$ cat config.mk
export PLATFORM = sky130hd
export DESIGN_NAME = psu_secondary_mode_sequencer
export DESIGN_NICKNAME = d
export VERILOG_FILES = /design/src/hw/psu_seq_pkg.sv /design/src/hw/ramp_if.sv /design/src/hw/soft_start_ramp.sv /design/src/hw/fault_qualifier.sv /design/src/hw/psu_secondary_mode_sequencer.sv
export SDC_FILE = /design/constraint.sdc
export NUM_CORES = 1
export LEC_CHECK = 0
export ABC_AREA = 1
export ABC_CLOCK_PERIOD_IN_PS = 1700
export BUFFER_PORTS_ARGS = -buffer_cell sky130_fd_sc_hd__buf_2
export CELL_PAD_IN_SITES_DETAIL_PLACEMENT = 0
export CELL_PAD_IN_SITES_GLOBAL_PLACEMENT = 1
export CORE_MARGIN = 1.5
export CORE_UTILIZATION = 37
export CTS_BUF_LIST = sky130_fd_sc_hd__clkbuf_2
export DETAILED_ROUTE_END_ITERATION = 10
export HOLD_SLACK_MARGIN = 0.05
export PLACE_DENSITY_LB_ADDON = 0.1
export SLEW_MARGIN = 15
export SYNTH_ARGS = -nofsm -noshare
export SYNTH_HDL_FRONTEND = slang
export SYNTH_SLANG_ARGS = --single-unit
export TNS_END_PERCENT = 30
$ cat constraint.sdc
create_clock -name core_clk -period 1.7 [get_ports core_clk]
set_input_delay 0.17 -clock core_clk [delete_from_list [all_inputs] [get_ports core_clk]]
set_output_delay 0.17 -clock core_clk [all_outputs]
set_load 0.005 [all_outputs]
$ cat src/hw/psu_seq_pkg.sv
// Package: constants and types for the secondary-side mode sequencer.
// Assumes a 100 MHz core clock and a synchronous active-high reset.
package psu_seq_pkg;

  // ****************************************************************
  // Timing
  // ****************************************************************
  localparam int unsigned ClkPeriodPs = 10000;   // Core clock period, ps
  localparam int unsigned ProtDelayNs = 18000;   // Protection delay, ns
  // Protection qualify count, longest time rounds down
  localparam int unsigned ProtDelayCyc = (ProtDelayNs * 1000) / ClkPeriodPs;
  localparam int unsigned SoftStartMs = 15;      // Soft start period, ms
  // Soft start count; cycles per ms first, so the product stays in 32 bits
  localparam int unsigned SoftStartCyc =
    SoftStartMs * (1000000000 / ClkPeriodPs);
  localparam int unsigned EnDelayCycDef = 100000; // Default enable delay

  // ****************************************************************
  // Widths and reset values
  // ****************************************************************
  localparam int unsigned RampW = 8;             // Ramp level width
  localparam logic [7:0]  RampMax = 8'h00_FF;    // Full output level
  localparam logic [7:0]  RampZero = 8'h00_00;   // Output off level
  localparam int unsigned CntW = 24;             // Counter width

  // Mode of the sequencer
  typedef enum logic [1:0] {
    MODE_STARTUP,
    MODE_STANDBY,
    MODE_NORMAL,
    MODE_RESTART
  } mode_t;

endpackage

$ cat src/hw/ramp_if.sv
// Interface: soft-start ramp control and level between sequencer parts.
// Assumes one clock domain shared by all users.
`timescale 1ns/1ps
interface ramp_if;
  logic             run;    // Ramp toward full when high
  logic             clear;  // Force level to zero
  logic [7:0]       level;  // Present ramp level
  logic             done;   // Level at full

  modport ctrl (output run, output clear, input level, input done);
  modport ramp (input run, input clear, output level, output done);
endinterface

$ cat src/hw/soft_start_ramp.sv
// Soft-start ramp: steps a level from zero to full over the soft start.
// Assumes the step enable comes from a divider on the same clock.
`timescale 1ns/1ps
module soft_start_ramp
  import psu_seq_pkg::*;
(
  input  wire logic core_clk,   // Core clock
  input  wire logic sys_rst,    // Synchronous reset
  ramp_if.ramp      rp          // Ramp control
);
  // ****************************************************************
  // Step divider and level
  // ****************************************************************
  localparam logic [CntW-1:0] StepCyc = CntW'(SoftStartCyc / 255);
  logic [CntW-1:0] div_q, div_d;    // Step divider
  logic [7:0]      lvl_q, lvl_d;    // Ramp level

  // Next divider and level
  always_comb begin
    div_d = div_q;
    lvl_d = lvl_q;
    if (rp.clear || !rp.run) begin
      div_d = '0;
      if (rp.clear) lvl_d = RampZero;
    end else if (div_q >= StepCyc - 1'b1) begin
      div_d = '0;
      if (lvl_q != RampMax) lvl_d = lvl_q + 8'h01;
    end else begin
      div_d = div_q + 1'b1;
    end
  end

  // Register state
  always_ff @(posedge core_clk) begin
    if (sys_rst) begin
      div_q <= '0;
      lvl_q <= RampZero;
    end else begin
      div_q <= div_d;
      lvl_q <= lvl_d;
    end
  end

  assign rp.level = lvl_q;
  assign rp.done  = (lvl_q == RampMax);
endmodule

$ cat src/hw/fault_qualifier.sv
// Fault qualifier: a fault must persist for the protection delay to act.
// Assumes the raw fault is already synchronised.
`timescale 1ns/1ps
module fault_qualifier
  import psu_seq_pkg::*;
(
  input  wire logic core_clk,   // Core clock
  input  wire logic sys_rst,    // Synchronous reset
  input  wire logic faultRaw,   // Synchronised raw fault
  output logic      faultQual   // Qualified fault level
);
  logic [CntW-1:0] cnt_q, cnt_d;   // Persistence counter
  logic            hit_q, hit_d;   // Qualified flag

  // Count while fault stays present
  always_comb begin
    cnt_d = cnt_q;
    hit_d = 1'b0;
    if (!faultRaw) begin
      cnt_d = '0;
    end else if (cnt_q >= CntW'(ProtDelayCyc - 1)) begin
      hit_d = 1'b1;
    end else begin
      cnt_d = cnt_q + 1'b1;
    end
  end

  // Register counter
  always_ff @(posedge core_clk) begin
    if (sys_rst) begin
      cnt_q <= '0;
      hit_q <= 1'b0;
    end else begin
      cnt_q <= cnt_d;
      hit_q <= hit_d;
    end
  end

  assign faultQual = hit_q;
endmodule

$ cat src/hw/psu_secondary_mode_sequencer.sv
// Top: mode sequencer of a secondary-side power supply controller.
// Assumes all pin inputs are asynchronous and resynchronised here.
//
// Summary of operation
// - Supply below stop: start-up, switches off
// - Supply above start: standby, soft-start standby
// - Off request low: normal, main outputs on
// - Failure or request high: back to standby
// - Overload: protection, mains off, standby on
// - Severe fault: restart, primary shutdown signalled
// - Standby: reduced duty and frequency commanded
// - Programmable delay before main outputs on
// - Low input voltage keeps standby mode
// - Mains soft-start together over 15 ms
// - 12V and 5V never below 3.3V
// - Enable line high only in normal
// - Protect faults qualified by 18 us delay
// - After protection, need request toggle
`timescale 1ns/1ps
module psu_secondary_mode_sequencer
  import psu_seq_pkg::*;
#(
  parameter int unsigned EnDelayCyc = EnDelayCycDef  // Enable delay
) (
  input  wire logic       core_clk,           // Core clock
  input  wire logic       sys_rst,            // Supply under-voltage rst
  input  wire logic       supplyBelowStop,    // Supply below stop level
  input  wire logic       supplyAboveStart,   // Supply above start level
  input  wire logic       supply_off_request_n, // Off request, low=on
  input  wire logic       inputVoltageOk,     // Input above minimum
  input  wire logic       overvoltageProtect, // Raw overvoltage
  input  wire logic       overcurrentProtect, // Raw overcurrent
  input  wire logic       severeFault,        // Shorted switch etc.
  input  wire logic       standbyUnder,       // Standby under-voltage
  output psu_seq_pkg::mode_t mode,            // Present mode
  output logic            switchesOff,        // Force all switches off
  output logic            mainEnable,         // Shared enable line
  output logic            primaryShutdown,    // Shutdown to primary
  output logic            reducedDuty,        // Low duty and frequency
  output logic [7:0]      standbyLevel,       // Standby ramp level
  output logic [7:0]      level12,            // 12 V ramp level
  output logic [7:0]      level5,             // 5 V ramp level
  output logic [7:0]      level3v3            // 3.3 V ramp level
);
  import psu_seq_pkg::*;

  // ****************************************************************
  // Input synchronisers
  // ****************************************************************
  localparam int unsigned NIn = 8;
  logic [NIn-1:0] syncA_q, syncB_q;   // Two-stage synchroniser
  logic [NIn-1:0] rawIn;              // Raw pin bundle
  assign rawIn = {supplyBelowStop, supplyAboveStart, supply_off_request_n,
                  inputVoltageOk, overvoltageProtect, overcurrentProtect,
                  severeFault, standbyUnder};

  // Two flip-flops before any logic
  always_ff @(posedge core_clk) begin
    if (sys_rst) begin
      // Off request idles high, every other pin idles low
      syncA_q <= 8'h20;
      syncB_q <= 8'h20;
    end else begin
      syncA_q <= rawIn;
      syncB_q <= syncA_q;
    end
  end

  logic belowStop, aboveStart, offReqN, vinOk, ovRaw, ocRaw, severe, sbUv;
  assign {belowStop, aboveStart, offReqN, vinOk, ovRaw, ocRaw, severe,
          sbUv} = syncB_q;

  // ****************************************************************
  // Protection qualification
  // ****************************************************************
  logic ovQual;   // Qualified overvoltage
  logic ocQual;   // Qualified overcurrent
  fault_qualifier u_ovq (
    .core_clk  (core_clk),
    .sys_rst   (sys_rst),
    .faultRaw  (ovRaw),
    .faultQual (ovQual)
  );
  fault_qualifier u_ocq (
    .core_clk  (core_clk),
    .sys_rst   (sys_rst),
    .faultRaw  (ocRaw),
    .faultQual (ocQual)
  );

  // ****************************************************************
  // Soft-start ramps
  // ****************************************************************
  ramp_if sbRamp ();    // Standby output ramp
  ramp_if mnRamp ();    // Shared main output ramp
  soft_start_ramp u_sbr (
    .core_clk (core_clk),
    .sys_rst  (sys_rst),
    .rp       (sbRamp)
  );
  soft_start_ramp u_mnr (
    .core_clk (core_clk),
    .sys_rst  (sys_rst),
    .rp       (mnRamp)
  );

  // ****************************************************************
  // Mode state machine
  // ****************************************************************
  mode_t           mode_q, mode_d;     // Mode register
  logic            latch_q, latch_d;   // Protection latched
  logic            prevOff_q;          // Previous off request
  logic [CntW-1:0] dly_q, dly_d;       // Enable delay counter
  logic            dlyDone;            // Enable delay elapsed
  logic            protFault;          // Main output fault
  logic            reqOn;              // Normal mode requested
  logic            toggle;             // Request went high

  assign protFault = ovQual | ocQual;
  assign reqOn     = !offReqN;
  assign toggle    = offReqN && !prevOff_q;
  assign dlyDone   = (dly_q >= CntW'(EnDelayCyc));

  // Next mode
  always_comb begin
    mode_d  = mode_q;
    latch_d = latch_q;
    // Latch clears once the request is toggled off; set wins
    if (toggle) latch_d = 1'b0;
    if (protFault) latch_d = 1'b1;
    case (mode_q)
      MODE_STARTUP: begin
        if (aboveStart && !belowStop) mode_d = MODE_STANDBY;
      end
      MODE_STANDBY: begin
        // Stay in standby on low input or latched protection
        if (severe) mode_d = MODE_RESTART;
        else if (reqOn && vinOk && !latch_d && !sbUv &&
                 !protFault)
          mode_d = MODE_NORMAL;
      end
      MODE_NORMAL: begin
        if (severe) mode_d = MODE_RESTART;
        else if (!reqOn || protFault || sbUv)
          mode_d = MODE_STANDBY;
      end
      MODE_RESTART: begin
        mode_d = MODE_RESTART;   // Left only via supply collapse
      end
      default: mode_d = MODE_STARTUP;
    endcase
    if (belowStop) mode_d = MODE_STARTUP;
  end

  // Enable delay counter, counts in normal mode
  always_comb begin
    dly_d = '0;
    if (mode_q == MODE_NORMAL)
      dly_d = dlyDone ? dly_q : dly_q + 1'b1;
  end

  // Register mode state
  always_ff @(posedge core_clk) begin
    if (sys_rst) begin
      mode_q    <= MODE_STARTUP;
      latch_q   <= 1'b0;
      prevOff_q <= 1'b1;
      dly_q     <= '0;
    end else begin
      mode_q    <= mode_d;
      latch_q   <= latch_d;
      prevOff_q <= offReqN;
      dly_q     <= dly_d;
    end
  end

  // ****************************************************************
  // Ramp control
  // ****************************************************************
  logic mainGo;   // Main outputs may ramp
  assign mainGo = (mode_q == MODE_NORMAL) && dlyDone;

  always_comb begin
    sbRamp.run   = (mode_q == MODE_STANDBY) ||
                   (mode_q == MODE_NORMAL);
    sbRamp.clear = (mode_q == MODE_STARTUP) ||
                   (mode_q == MODE_RESTART);
    mnRamp.run   = mainGo;
    mnRamp.clear = !mainGo;
  end

  // ****************************************************************
  // Output registers
  // ****************************************************************
  logic       swOff_q, en_q, shut_q, red_q;   // Control outputs
  logic [7:0] sb_q, l12_q, l5_q, l33_q;       // Ramp levels
  mode_t      modeOut_q;                      // Mode copy

  // One shared ramp; 3.3 V is held one step lower so others lead it
  always_ff @(posedge core_clk) begin
    if (sys_rst) begin
      modeOut_q <= MODE_STARTUP;
      swOff_q   <= 1'b1;
      en_q      <= 1'b0;
      shut_q    <= 1'b0;
      red_q     <= 1'b0;
      sb_q      <= RampZero;
      l12_q     <= RampZero;
      l5_q      <= RampZero;
      l33_q     <= RampZero;
    end else begin
      modeOut_q <= mode_q;
      swOff_q   <= (mode_q == MODE_STARTUP);
      en_q      <= mainGo;
      shut_q    <= (mode_q == MODE_RESTART);
      red_q     <= (mode_q == MODE_STANDBY);
      sb_q      <= sbRamp.level;
      l12_q     <= mnRamp.level;
      l5_q      <= mnRamp.level;
      l33_q     <= (mnRamp.level == RampZero) ? RampZero :
                   mnRamp.level - 8'h01;
    end
  end

  assign mode            = modeOut_q;
  assign switchesOff     = swOff_q;
  assign mainEnable      = en_q;
  assign primaryShutdown = shut_q;
  assign reducedDuty     = red_q;
  assign standbyLevel    = sb_q;
  assign level12         = l12_q;
  assign level5          = l5_q;
  assign level3v3        = l33_q;
endmodule

# == Word-level counts from Yosys, hierarchy flattened ==
# Index checks and enable logic that the tools add are counted.
# totals
regBits,188
input_bits,10
# op_classes
eq_ne,11
n_reduce_logical,33
mux,17
magnitude_cmp,5
n_addsub,8
bitwise_logic,5
# op_table
cell,n
"adder 24 x 1 -> 24 bit, second input constant",5
2-to-1 mux 8 bit,7
">= comparator 24 x 11 -> 1 bit, second input constant",2
">= comparator 24 x 13 -> 1 bit, second input constant",2
">= comparator 24 x 17 -> 1 bit, second input constant",1
"adder 8 x 1 -> 8 bit, second input constant",2
"inequality test 8 bit, second input constant",2
2-to-1 mux 2 bit,5
OR reduction 2 bit,5
zero test 8 bit,1
one-hot mux 2 bit (4 select lines),1
"subtractor 8 x 1 -> 8 bit, second input constant",1
logical AND 1 bit,7
zero test 1 bit,7
"inequality test 2 x 1 -> 1 bit, second input constant",3
"inequality test 3 bit, second input constant",2
AND reduction 3 bit,2
OR reduction 3 bit,2
logical OR 1 bit,5
"equality test 2 bit, second input constant",2
2-to-1 mux 1 bit,4
inverter 1 bit,4
nonzero test 2 bit,2
"equality test 2 x 1 -> 1 bit, second input constant",1
4 further kinds,4

# == Logic depth before layout (Yosys ltp) ==
# logic_depth
depth_word,11
depth_mapped,12
ltp_nobuf,11

# == Hierarchy ==
# A second synthesis with hierarchy kept.
# hier_totals
cells_unflattened,1092
hier_area_um2,8219.1
# modules_own_cells
mod,cells_per_inst,area_per_inst_um2,n_inst
psu_secondary_mode_sequencer,408,3111.7,1
soft_start_ramp,177,1405.1,2
fault_qualifier,165,1148.6,2

# == Worst setup path after synthesis ==
# Ideal clock, no wire load.
# synth_path
path_type,flip-flop to flip-flop
start,register mode_q[0]
end,register u_sbr.div_q[7]
arrival_time_ns,1.492
required_time_ns,1.622
period_less_slack_ns,1.569
stages_incl_launch_ff,10
setup_slack_ns,0.131
path_buffers,1
cell_sequence,dfxtp_1 > inv_1 > ha_1 > inv_2 > nor2_1 > nand2_1 > nor2_1 > nand3_1 > buf_2 > nor3_1
# synth_between
elab_chain_len,5
word_cells_on_any_way,9
cone_classes,eq/ne (3); reduce/logical (6)
# synth_lines
element,line,rtl
from (decl),psu_secondary_mode_sequencer.sv:110,"mode_t mode_q, mode_d;"
from (signal assigned),psu_secondary_mode_sequencer.sv:170,mode_q <= mode_d;
equality test 2 x 1 -> 1 bit or equality test 2 bit (tied branches),"psu_secondary_mode_sequencer.sv:184, psu_secondary_mode_sequencer.sv:185",
logical OR 1 bit,psu_secondary_mode_sequencer.sv:184,sbRamp.run = (mode_q == MODE_STANDBY) ||
zero test 1 bit,soft_start_ramp.sv:22,if (rp.clear || !rp.run) begin
logical OR 1 bit *,soft_start_ramp.sv:22,
OR reduction 3 bit (no line) *,--,
to (signal assigned),soft_start_ramp.sv:39,div_q <= div_d;
to (decl),soft_start_ramp.sv:15,"logic [CntW-1:0] div_q, div_d;"
# Mark *: on every way between the ends. The rest lies on a longest branch, timed or not.
# A chain may end at the register's enable or synchronous reset.

# == Worst setup path after layout ==
# layout_path
start,register u_sbr.lvl_q[1] (netlist: u_sbr.rp.level[1])
end,register u_sbr.lvl_q[3] (netlist: u_sbr.rp.level[3])
# layout_between
elab_chain_len,4
word_cells_on_any_way,7
cone_classes,add/sub (1); eq/ne (1); mux (3); reduce/logical (2)
# layout_lines
element,line,rtl
from (decl),soft_start_ramp.sv:16,"logic [7:0] lvl_q, lvl_d;"
from (signal assigned),soft_start_ramp.sv:37,lvl_q <= RampZero;
from (signal assigned),soft_start_ramp.sv:40,lvl_q <= lvl_d;
adder 8 x 1 -> 8 bit,soft_start_ramp.sv:27,if (lvl_q != RampMax) lvl_d = lvl_q + 8'h01;
2-to-1 mux 8 bit,soft_start_ramp.sv:27,
2-to-1 mux 8 bit,soft_start_ramp.sv:25,end else if (div_q >= StepCyc - 1'b1) begin
2-to-1 mux 8 bit,soft_start_ramp.sv:22,
# Parallel ways exist; a longest one is shown, timed or not. The select of a mux whose other input is x is not followed.

==> reports/metrics.yaml <==
status: "finished, final reports clean"
crit_chain: "ha_4, nand3_4, nor2_4, nand2_2, nor3_2, nand2_2, buf_4, nand3_1, a21oi_2"
slew_violations: 0
tritoncts: "yes"
die_area_sq_um: 21310
cp-end-kind: "register"
use_met2: 0.2317
total_power_w: 0.007044
synth_cells: 973
synth.largest_area_cell: "dfxtp_1"
htree_levels: 4
final_util: 0.4424
layout-drive-gt1-share: 0.1610
ir_drop_mv: 0.5171
path_max_fanout: 7
wirelength_mm: 15.18
start_util: 0.3750
netlist_area_sq_um: 7564
grt_overflow: 0
die_w_um: 146.0
cp_slowest_stage_delay_ns: 0.43
hold_path_class: "input port to register"
die_h_um: 146.0
drc: 0
p_leak_nw: 3.631
grt-busiest-layer: "met2"
dpl.hpwl_mm: 10.75
clock_skew_ns: 0.04552
synth_top_area_frac: 0.4976
worstSetupPathType: "register to register"
grt_pass1_wl_mm: 25.74
ys_seq_area_frac: 0.4976
rsz0062_at_grt: "true"
start_kind: "register"
io_pins: 48
cp_slowest_cell: "dfxtp_2"
firstDrtPassIters: 4
layout.nets: 1128
ant_nets: 0
vias: 5903
ys_seq_elements: 188
clk_latency_ns: 0.73
crit_required_ns: 2.32
fin_crit_sh: 0.9561
cts_root_buf: "clkbuf_2"
final_cells: 1383
yosys-top-cells-area: "dfxtp_1 (50%), nor2_1 (8.7%), nand2_1 (8.2%), inv_1 (6.6%), nand3_1 (4.7%)"
use_met3: 0.03605
max_freq_mhz: 615.3
clkTransAtPathRegs_ns: 0.30
core-area_sq_um: 20170
numCtsBuffers: 17
antenna_found_initial: 1
yosys_warnings: 0
clock-sinks: 188
finalHoldViolCount: 0
area_growth_pct: 17.98
drtIter0Drc: 252
num_rows: 52
ys_types: 38
layout_min_cycle_time_ns: 1.625
grt_max_degree: 37
powerDensity_nw_per_um2: 789.4
drv_cap: 0
dp_cells: 1327
via_per_inst: 4.268
wl_per_cell_um: 10.98
gp_congestion: 0.7609
clk_path_buf_depth: 2
use_met1: 0.2073
syn_avg_cell_area_sq_um: 7.773
crit_top_cell: "nand2_2"
grt_pass1_vias: 5520
grt_usage: 0.1485
cp.arrival_ns: 2.24
numPortBuffers: 47
setup_viol: 0
[kinds of logic after synthesis]
kind of cell	after synthesis	share of synthesized area
other	1	0.0004958
adder cells (fa/ha/maj)	18	0.02978
flip-flops	188	0.4976
AND/OR/NAND/NOR	474	0.2706
AO/OA/AOI/OAI	82	0.06055
buffers and inverters	165	0.08883
XOR/XNOR	45	0.05211
[cells in the final DEF (no fill, tap or decap), types with 4 or more instances in the layout]
| cell | instances |
|---|---|
| a21oi_1 | 55 |
| a21oi_2 | 6 |
| buf_2 | 47 |
| buf_4 | 50 |
| clkbuf_2 | 19 |
| conb_1 | 22 |
| dfxtp_1 | 179 |
| dfxtp_2 | 7 |
| dlygate4sd3_1 | 16 |
| ha_1 | 17 |
| inv_1 | 132 |
| inv_2 | 6 |
| inv_6 | 5 |
| nand2_1 | 162 |
| nand2_2 | 6 |
| nand2_4 | 4 |
| nand3_1 | 70 |
| nand4_1 | 18 |
| nor2_1 | 170 |
| nor2_2 | 5 |
| nor3_1 | 20 |
| o21ai_0 | 9 |
| xnor2_1 | 14 |
| xor2_1 | 31 |
[path summary, 6_finish.rpt]
check	startpoint	end	slack (ns)	cells after the start
setup / recovery	u_sbr.rp.level[1]$_SDFFE_PP0P_	u_sbr.rp.level[3]$_SDFFE_PP0P_	0.07	9
hold / removal	supply_off_request_n	syncA_q[5]$_SDFF_PP1_	0.17	3
setup reg to reg	u_sbr.rp.level[1]$_SDFFE_PP0P_	u_sbr.rp.level[3]$_SDFFE_PP0P_	0.07	9
hold reg to reg	syncA_q[4]$_SDFF_PP0_	syncB_q[4]$_SDFF_PP0_	0.41	2
[cell usage after synthesis (all sizes together)]
master	n
a21boi	2
a21o	1
a21oi	61
a31oi	2
a41oi	1
and3	1
buf	17
clkbuf	10
conb	1
dfxtp	188
ha	18
inv	138
nand2	172
nand3	72
nand3b	2
nand4	18
nor2	177
nor3	23
nor3b	3
nor4	2
o2111ai	1
o21ai	14
or2	4
xnor2	14
xor2	31
[power by group]
part	internal (W)	switching, W	total (W)
sequential	0.00449	0.0000281	0.00452
combinational	0.000116	0.000160	0.000276
clock	0.000695	0.00155	0.00225
[routing by layer]
metal  share of wire  vias to the layer above
met2            0.43                       53
met1            0.53                     2591
li1                -                     3252
met4          0.0070                        0
met3           0.030                        7
met5               0                        -
[metrics by stage]
stage          TNS [ns]  hold slack, ns  instance area, sq um  setup slack (ns)
2_1_floorplan         0          0.2738                  7642            0.1306
3_3_place_gp          0          0.3669                  8384           0.08283
3_5_place_dp          0          0.3633                  8384           0.03740
4_1_cts               0         0.07759                  8792           0.02031
5_1_grt        -0.04365         0.06450                  8924          -0.02467
6_report              0          0.1744                  8924           0.07465
[state kept, by name (all words and copies together) (netlist names), 24 cells and up]
register and count:
dly_q 24, u_mnr.div_q 24, u_ocq.cnt_q 24, u_ovq.cnt_q 24, u_sbr.div_q 24
[area by class of cell]
class	instances	area [sq um]
fill	2130	11250
sequential	188	3780
tap	270	337.8
clock buffer	19	95.09
multi-input combinational	641	3272
antenna	1	2.502
clock inverter	12	136.4
timing repair buffer	114	782.0
inverter	138	518.0
[repair_timing]
action,CTS,global route
hold buffers,16,0
pin swaps,1,4
setup endpoints to repair,1,38
gates resized for setup,1,28
buffers inserted,2,6
hold endpoints to repair,96,0
[critical path, delay by kind of cell (launching register included)]
family                     cells  cell delay (ns)
and+or+nand+nor                6             0.72
buffers and inverters          1             0.16
AOI/OAI and AO/OA              1             0.05
adders and majority gates      1             0.15
DFF                            1             0.43
No activity file was read; power rests on OpenSTA's default activity.
